$ cat config.mk
export PLATFORM = sky130hd
export DESIGN_NAME = oim_irq_mask
export DESIGN_NICKNAME = d
export VERILOG_FILES = /design/src/rtl/oim_pkg.sv /design/src/rtl/oim_irq_mask.sv /design/src/rtl/oim_gate.sv
export SDC_FILE = /design/constraint.sdc
export NUM_CORES = 1
export LEC_CHECK = 0
export BUFFER_PORTS_ARGS = -buffer_cell sky130_fd_sc_hd__buf_2
export CORE_AREA = 3 3 64 96
export DETAILED_ROUTE_END_ITERATION = 10
export DIE_AREA = 0 0 67 99
export GPL_ROUTABILITY_DRIVEN = 0
export PLACE_DENSITY_LB_ADDON = 0.05
export SYNTH_ARGS = -nofsm -noshare
export SYNTH_HDL_FRONTEND = slang
export SYNTH_SLANG_ARGS = --single-unit
export TNS_END_PERCENT = 5
$ cat constraint.sdc
create_clock -name clk_i -period 1.1 [get_ports clk_i]
set_clock_uncertainty 0.05 [all_clocks]
set_input_delay 0.055 -clock clk_i [delete_from_list [all_inputs] [get_ports clk_i]]
set_output_delay 0.055 -clock clk_i [all_outputs]
set_load 0.1 [all_outputs]
$ cat src/rtl/oim_pkg.sv
// oim_pkg: constants for the interrupt mask block of the full-speed host core
// assumes a 32-bit register port with word offsets as byte addresses
package oim_pkg;
    localparam int          OIM_DATA_W          = 32;
    localparam int          OIM_ADDR_W          = 8;
    localparam int          OIM_NUM_EVENTS      = 8;
    // register offsets
    localparam logic [7:0]  OIM_OFS_SET_PORT    = 8'h10;
    localparam logic [7:0]  OIM_OFS_CLEAR_PORT  = 8'h14;
    // field positions
    localparam int          OIM_BIT_MASTER_GATE = 31;
    localparam int          OIM_BIT_OWNER_CHG   = 30;
    localparam int          OIM_BIT_ROOT_STAT   = 6;
    localparam int          OIM_BIT_FRAME_WRAP  = 5;
    localparam int          OIM_BIT_FATAL_ERR   = 4;
    localparam int          OIM_BIT_WAKEUP      = 3;
    localparam int          OIM_BIT_FRAME_BEGIN = 2;
    localparam int          OIM_BIT_DONE_LIST   = 1;
    localparam int          OIM_BIT_SCHED_OVR   = 0;
    // implemented bits: 31, 30 and 6..0; reserved bits read zero
    localparam logic [31:0] OIM_IMPL_MASK       = 32'hc000_007f;
    localparam logic [31:0] OIM_MASK_RESET      = 32'h0000_0000;
    localparam logic [31:0] OIM_RDATA_RESET     = 32'h0000_0000;
endpackage : oim_pkg

$ cat src/rtl/oim_irq_mask.sv
// oim_irq_mask: interrupt enable mask with set and clear ports, plus request output
// the mask is one shared word; the set port ors ones in, the clear port knocks ones out
// assumes a simple synchronous register port, one access per cycle, events as levels
// assumes the event flag register sits outside and hands its flags over as levels
// Notes on behaviour
// master gate bit 31 lets enabled events interrupt; zero blocks all
// bit 30 enables owner change event interrupt
// bit 6 enables root status change event interrupt
// bit 5 enables frame count wrap event interrupt
// bit 4 enables fatal system error event interrupt
// bit 3 enables wakeup signal seen event interrupt
// bit 2 enables frame begin event interrupt
// bit 1 enables done list written event interrupt
// bit 0 enables schedule overrun event interrupt
// writing ones to clear port at 14h clears those mask bits
// clear port reads the mask, same as set port, without side effects
// software writes zero into reserved bits 29 to 7
// mask is all zero after reset
// request needs flag, its enable and master gate together
// writing ones to set port at 10h sets those mask bits
// software clears event flags by writing one; cannot set them
// request is a level held while any gated enabled flag remains
`timescale 1ns/1ps
`default_nettype none
module oim_irq_mask
    import oim_pkg::*;
#(
    parameter int NUM_EVENTS = oim_pkg::OIM_NUM_EVENTS
) (
    // clock and reset
    input  wire logic                          clk_i,
    input  wire logic                          rst_b_i,

    // register port
    input  wire logic                          reg_sel_i,
    input  wire logic                          reg_wr_i,
    input  wire logic [oim_pkg::OIM_ADDR_W-1:0] reg_addr_i,
    input  wire logic [oim_pkg::OIM_DATA_W-1:0] reg_wdata_i,
    output logic      [oim_pkg::OIM_DATA_W-1:0] reg_rdata_o,
    output logic                               reg_hit_o,

    // event flag levels
    input  wire logic                          owner_change_event_i,
    input  wire logic [NUM_EVENTS-2:0]         irq_event_flags_i,

    // mask and request
    output logic      [oim_pkg::OIM_DATA_W-1:0] irq_mask_o,
    output logic                               irq_req_o
);
    import oim_pkg::*;

    // timing of one access, edge by edge:
    //   edge n   : request taken while reg_sel_i is high
    //   edge n   : reg_hit_o pulses, read data stands, a written mask is visible
    //   edge n+1 : irq_req_o follows the new mask
    // flag inputs are levels; irq_req_o follows them one edge later
    // no byte enables: every write moves the whole word
    // reserved places of the mask hold zero whatever is written
    // the clear port reads exactly what the set port reads
    // the request pin is a flop, so it cannot glitch on bus activity

    typedef struct packed {
        logic [OIM_DATA_W-1:0] mask;
        logic [OIM_DATA_W-1:0] rdata;
        logic                  hit;
        logic                  irq;
    } oim_state_s;

    oim_state_s state_ff;
    oim_state_s nxt_state;

    // access decode terms
    logic                  addr_set;
    logic                  addr_clr;
    logic                  wr_cycle;
    logic                  rd_cycle;
    logic                  set_wr;
    logic                  clr_wr;
    logic                  rd_hit;

    // per-bit mask update terms
    logic [OIM_DATA_W-1:0] set_bits;
    logic [OIM_DATA_W-1:0] clr_bits;
    logic [OIM_DATA_W-1:0] mask_upd;

    // named enables: master gate, then one per event
    logic                  en_master;
    logic                  en_owner_chg;
    logic                  en_root_stat;
    logic                  en_frame_wrap;
    logic                  en_fatal_err;
    logic                  en_wakeup;
    logic                  en_frame_begin;
    logic                  en_done_list;
    logic                  en_sched_ovr;

    // named flag levels, one per event
    logic                  fl_owner_chg;
    logic                  fl_root_stat;
    logic                  fl_frame_wrap;
    logic                  fl_fatal_err;
    logic                  fl_wakeup;
    logic                  fl_frame_begin;
    logic                  fl_done_list;
    logic                  fl_sched_ovr;

    // gate inputs and result
    logic [NUM_EVENTS-1:0] flags;
    logic [NUM_EVENTS-1:0] enables;
    logic                  req_comb;

    // refused accesses:
    //   writes to any other offset change nothing
    //   reads of any other offset return zero, reg_hit_o still pulses
    //   set port writes drop reserved places; clear port writes there do no harm

    // address match, shared by read and write
    assign addr_set = (reg_addr_i == OIM_OFS_SET_PORT);
    assign addr_clr = (reg_addr_i == OIM_OFS_CLEAR_PORT);

    // cycle kind; reg_wr_i only counts while reg_sel_i is high
    assign wr_cycle = reg_sel_i & reg_wr_i;
    assign rd_cycle = reg_sel_i & ~reg_wr_i;

    // port strobes; other offsets fall through untouched
    assign set_wr = wr_cycle & addr_set;
    assign clr_wr = wr_cycle & addr_clr;
    assign rd_hit = rd_cycle & (addr_set | addr_clr);

    // per-bit mask update: set-port ones go in, clear-port ones go out
    // the two strobes never meet in one cycle, so neither needs priority
    genvar gb;
    generate
        for (gb = 0; gb < OIM_DATA_W; gb++) begin : g_bit
            if (OIM_IMPL_MASK[gb]) begin : g_impl
                assign set_bits[gb] = set_wr & reg_wdata_i[gb];
            end else begin : g_rsvd
                // reserved place: a stray one from software never sticks
                assign set_bits[gb] = 1'b0;
            end
            assign clr_bits[gb] = clr_wr & reg_wdata_i[gb];
            assign mask_upd[gb] = set_bits[gb] | (state_ff.mask[gb] & ~clr_bits[gb]);
        end
    endgenerate

    // named view of the master gate
    assign en_master      = state_ff.mask[OIM_BIT_MASTER_GATE];

    // named view of the event enables
    assign en_owner_chg   = state_ff.mask[OIM_BIT_OWNER_CHG];
    assign en_root_stat   = state_ff.mask[OIM_BIT_ROOT_STAT];
    assign en_frame_wrap  = state_ff.mask[OIM_BIT_FRAME_WRAP];
    assign en_fatal_err   = state_ff.mask[OIM_BIT_FATAL_ERR];
    assign en_wakeup      = state_ff.mask[OIM_BIT_WAKEUP];
    assign en_frame_begin = state_ff.mask[OIM_BIT_FRAME_BEGIN];
    assign en_done_list   = state_ff.mask[OIM_BIT_DONE_LIST];
    assign en_sched_ovr   = state_ff.mask[OIM_BIT_SCHED_OVR];

    // named view of the flag levels; clearing them is up to software
    assign fl_owner_chg   = owner_change_event_i;
    assign fl_root_stat   = irq_event_flags_i[OIM_BIT_ROOT_STAT];
    assign fl_frame_wrap  = irq_event_flags_i[OIM_BIT_FRAME_WRAP];
    assign fl_fatal_err   = irq_event_flags_i[OIM_BIT_FATAL_ERR];
    assign fl_wakeup      = irq_event_flags_i[OIM_BIT_WAKEUP];
    assign fl_frame_begin = irq_event_flags_i[OIM_BIT_FRAME_BEGIN];
    assign fl_done_list   = irq_event_flags_i[OIM_BIT_DONE_LIST];
    assign fl_sched_ovr   = irq_event_flags_i[OIM_BIT_SCHED_OVR];

    // event vector: owner change on top, frame events below
    assign flags   = {fl_owner_chg, fl_root_stat, fl_frame_wrap, fl_fatal_err,
                      fl_wakeup, fl_frame_begin, fl_done_list, fl_sched_ovr};
    assign enables = {en_owner_chg, en_root_stat, en_frame_wrap, en_fatal_err,
                      en_wakeup, en_frame_begin, en_done_list, en_sched_ovr};

    // qualification of flags against enables and gate
    // the gate is plain logic; its result is registered in the state word
    // so irq_req_o comes from a flop, at the cost of one cycle of lag
    // after software clears the last flag the pin falls one edge later
    oim_gate #(
        .NUM_EVENTS (NUM_EVENTS)
    ) u_gate (
        .flags_i       (flags),
        .enables_i     (enables),
        .master_gate_i (en_master),
        .irq_req_o     (req_comb)
    );

    // next-state logic
    always_comb begin
        nxt_state = state_ff;
        // mask: ones from the set port in, ones from the clear port out
        nxt_state.mask  = mask_upd;
        // both ports read the mask, no side effect
        nxt_state.rdata = rd_hit ? state_ff.mask : OIM_RDATA_RESET;
        // hit echoes every strobe, mapped offset or not
        nxt_state.hit   = reg_sel_i;
        // request held as a level while any gated enabled flag stands
        nxt_state.irq   = req_comb;
    end

    // state register
    // reset clears the whole word, so the gate and every enable start off
    always_ff @(posedge clk_i or negedge rst_b_i) begin
        if (!rst_b_i) begin
            state_ff.mask  <= OIM_MASK_RESET;
            state_ff.rdata <= OIM_RDATA_RESET;
            state_ff.hit   <= 1'b0;
            state_ff.irq   <= 1'b0;
        end else begin
            state_ff <= nxt_state;
        end
    end

    // every output comes straight from the state register
    // read data is zero outside the cycle after a read
    assign reg_rdata_o = state_ff.rdata;
    assign reg_hit_o   = state_ff.hit;
    assign irq_mask_o  = state_ff.mask;
    assign irq_req_o   = state_ff.irq;
endmodule : oim_irq_mask
`default_nettype wire

$ cat src/rtl/oim_gate.sv
// oim_gate: combines event flags with enables and master gate into one request
// assumes flags and mask are registered in the caller's clock domain
`timescale 1ns/1ps
`default_nettype none
module oim_gate #(
    parameter int NUM_EVENTS = 8
) (
    input  wire logic [NUM_EVENTS-1:0] flags_i,
    input  wire logic [NUM_EVENTS-1:0] enables_i,
    input  wire logic                  master_gate_i,
    output logic                       irq_req_o
);
    logic [NUM_EVENTS-1:0] hit;

    // per-event qualification
    genvar g;
    generate
        for (g = 0; g < NUM_EVENTS; g++) begin : g_evt
            assign hit[g] = flags_i[g] & enables_i[g];
        end
    endgenerate

    // all three conditions at once
    assign irq_req_o = master_gate_i & (|hit);
endmodule : oim_gate
`default_nettype wire

==> flow_summary.yaml <==
min_path:
  whs_path_depth: 2
  hp-class: "in2reg"
routing:
  ant_nets: 0
  drt_wl_total_um: 6940
  vias: 2054
  drtPass1Iterations: 4
  post-route-drc-count: 0
  drt-vias-per-instance: 4.94
  drtIter0Drc: 71
  wire_per_inst_um: 16.7
clock_network:
  path_clk_slew_ps: 70
  cts_buffers: 9
  cts_root_buffer: "clkbuf_8"
  clockBufferDepth: 2
  cts_tree: "yes"
  cts.sinks: 66
  insertion_delay_ps: 330
  htreeDepth: 3
yosys:
  synth_cell_types: 23
  avgSynthCellArea_um2: 14.2
  ys_warn_count: 0
  synth_area_mm2: 0.00242
  ys_ff_latch: 66
  ys_seq_area_share_pct: 68.3
  postSynthCellCount: 170
  synth_nets: 222
finish:
  layout_commonest_cell: "buf_12"
  multi_input_area_um2: 679
  final_cell_mix: "68 x buf_12, 58 x dfrtp_1, 50 x buf_2"
  area_delta_synth_final_pct: 97.5
  final_cells: 416
  nFillCells: 265
  seq_area_mm2: 0.00167
  final_util_pct: 87.7
  drive_gt1_share_pct: 53.5
  fin_nets: 393
  n_antenna_cell: 0
worst_setup_path:
  start_kind: "register"
  required_ps: 1000
  rr_worst_depth: 3
  critPathKind: "reg2out"
  critical_path.max_fanout: 2
  endpoint_kind: "output pin"
  arrival_ps: 1020
timing:
  final-setup-viol-count: 6
  fmax_ghz: 0.885
  worst_slew_pin_slew_ps: 343
  slew_viol_final: 0
  min_period_ps: 1130
  period_share_pct: 103
  finalWorstSetupSlack_ps: -29.8
  rsz0062_at_grt: "true"
  hold_viol: 0
  relSlewSlack_pct: 77.1
die:
  num_io_pins: 118
  row_count: 33
  fp.dieH_um: 99
  dieArea_mm2: 0.00663
  start_util_pct: 44.4
  die_width_um: 67
  core_mm2: 0.00545
outcome:
  failed_checks: "setup timing"
  status: "finished with violations"
place:
  pre_cts_ws_ps: -382
  dp_cells: 365
  io_buffers: 117
  dpl.hpwl_um: 4810
grt:
  antenna_found_initial: 0
  grt_usage_pct: 22.5
  grt_pass1_wl_um: 11000
  grt_pass1_vias: 2272
  overflow: 0
  grt_max_degree: 67
pwr:
  clkPwrFrac_pct: 41.6
  swShare_pct: 22.6
  switchingPower_mw: 1.14
  peakVddDrop_uv: 948
  p_comb_share_pct: 9.9
  p_int_mw: 3.92
  totalPowerFinal_mw: 5.06
  p_per_area_mw_per_mm2: 1060
  p_leak_nw: 2.33
  power_frac_seq_pct: 48.6
run:
  drv_cap: 0
==> metrics by stage <==
stage / hold slack (ps) / setup TNS, ps / area (µm²)
floorplan: -291 / -10520 / 2440
global placement: 45.4 / -17330 / 4190
detailed placement: 46.7 / -18920 / 4190
CTS: 0.617 / -148 / 4770
global route: 25.0 / -683 / 4780
finish: 36.4 / -76.3 / 4780
==> logic make-up after synthesis <==
group                  after synthesis  synth area share (%)
AOI/OAI and AO/OA                   28                  8.74
buffers and inverters               19                  4.34
DFF                                 66                  68.3
muxes                                9                  3.72
and+or+nand+nor                     48                  14.9
==> layer usage <==
layer  part of all wire [%]  global-route usage, %  vias to the layer above
li1                       -                      -                      933
met1                     35                   23.8                     1024
met2                     57                   40.4                       84
met3                    6.9                   7.07                       13
met4                    1.7                   8.28                        0
met5                      0                      0                        -
==> timing repair <==
item | 4_1_cts | 5_1_grt
setup buffers | 1 | 0
resized for setup | 3 | 3
setup endpoints to repair | 23 | 47
hold buffers | 34 | 0
endpoints found under the hold margin | 99 | 0
==> cell usage after synthesis <==
master / n / share of area, %
a21boi_0: 20 / 6.2
a21boi_1: 3 / 0.93
a22oi_1: 4 / 1.2
a41oi_1: 1 / 0.36
and2_1: 6 / 1.6
and2_2: 17 / 5.3
buf_1: 1 / 0.15
buf_2: 1 / 0.21
buf_4: 2 / 0.62
buf_6: 3 / 1.4
clkbuf_1: 1 / 0.15
clkbuf_2: 2 / 0.41
dfrtp_1: 66 / 68
inv_1: 9 / 1.4
mux2i_1: 9 / 3.7
nand2_1: 1 / 0.15
nand4_1: 9 / 2.3
nor3_2: 1 / 0.41
nor3_4: 1 / 0.67
nor4_1: 9 / 2.3
nor4b_2: 2 / 1.2
or4b_1: 1 / 0.41
or4b_4: 1 / 0.57
==> final timing paths <==
check	slack [ps]	startpoint	endpoint
max in group asynchronous	470	rst_b_i	irq_mask_o[6]
hold / removal	40	reg_wr_i	reg_rdata_o[1]
hold reg to reg	530	irq_mask_o[24]	reg_rdata_o[24]
setup / recovery	-30	irq_mask_o[1]	irq_mask_o[1]
min in group asynchronous	220	rst_b_i	irq_mask_o[13]
setup reg to reg	30	irq_mask_o[1]	irq_req_o
==> power by group through the flow <==
stage	logic [mW]	clock network, mW	registers, mW
2_1_floorplan	0.0637	0	2.58
3_3_place_gp	0.386	0	2.50
3_5_place_dp	0.396	0	2.50
4_1_cts	0.494	2.15	2.46
5_1_grt	0.536	2.28	2.46
6_report	0.500	2.10	2.46
==> sequential cells by signal, indices dropped and copies added (netlist names) <==
signal / cells
irq_mask_o: 32
reg_rdata_o: 32
irq_req_o: 1
reg_hit_o: 1
==> critical path, stage by stage, from the launching register on <==
cell and delay, ps:
dfrtp_2 420, buf_6 120, buf_12 150
==> final cells by class <==
cell class / instances / area share, %
well taps: 70 / 1.83
clock inverters: 4 / 1.02
flip-flops and latches: 66 / 34.9
clock buffers: 12 / 3.46
multi-input cells: 85 / 14.2
inverters: 9 / 0.707
repair buffers: 170 / 43.9
No activity file was read; power rests on OpenSTA's default activity.
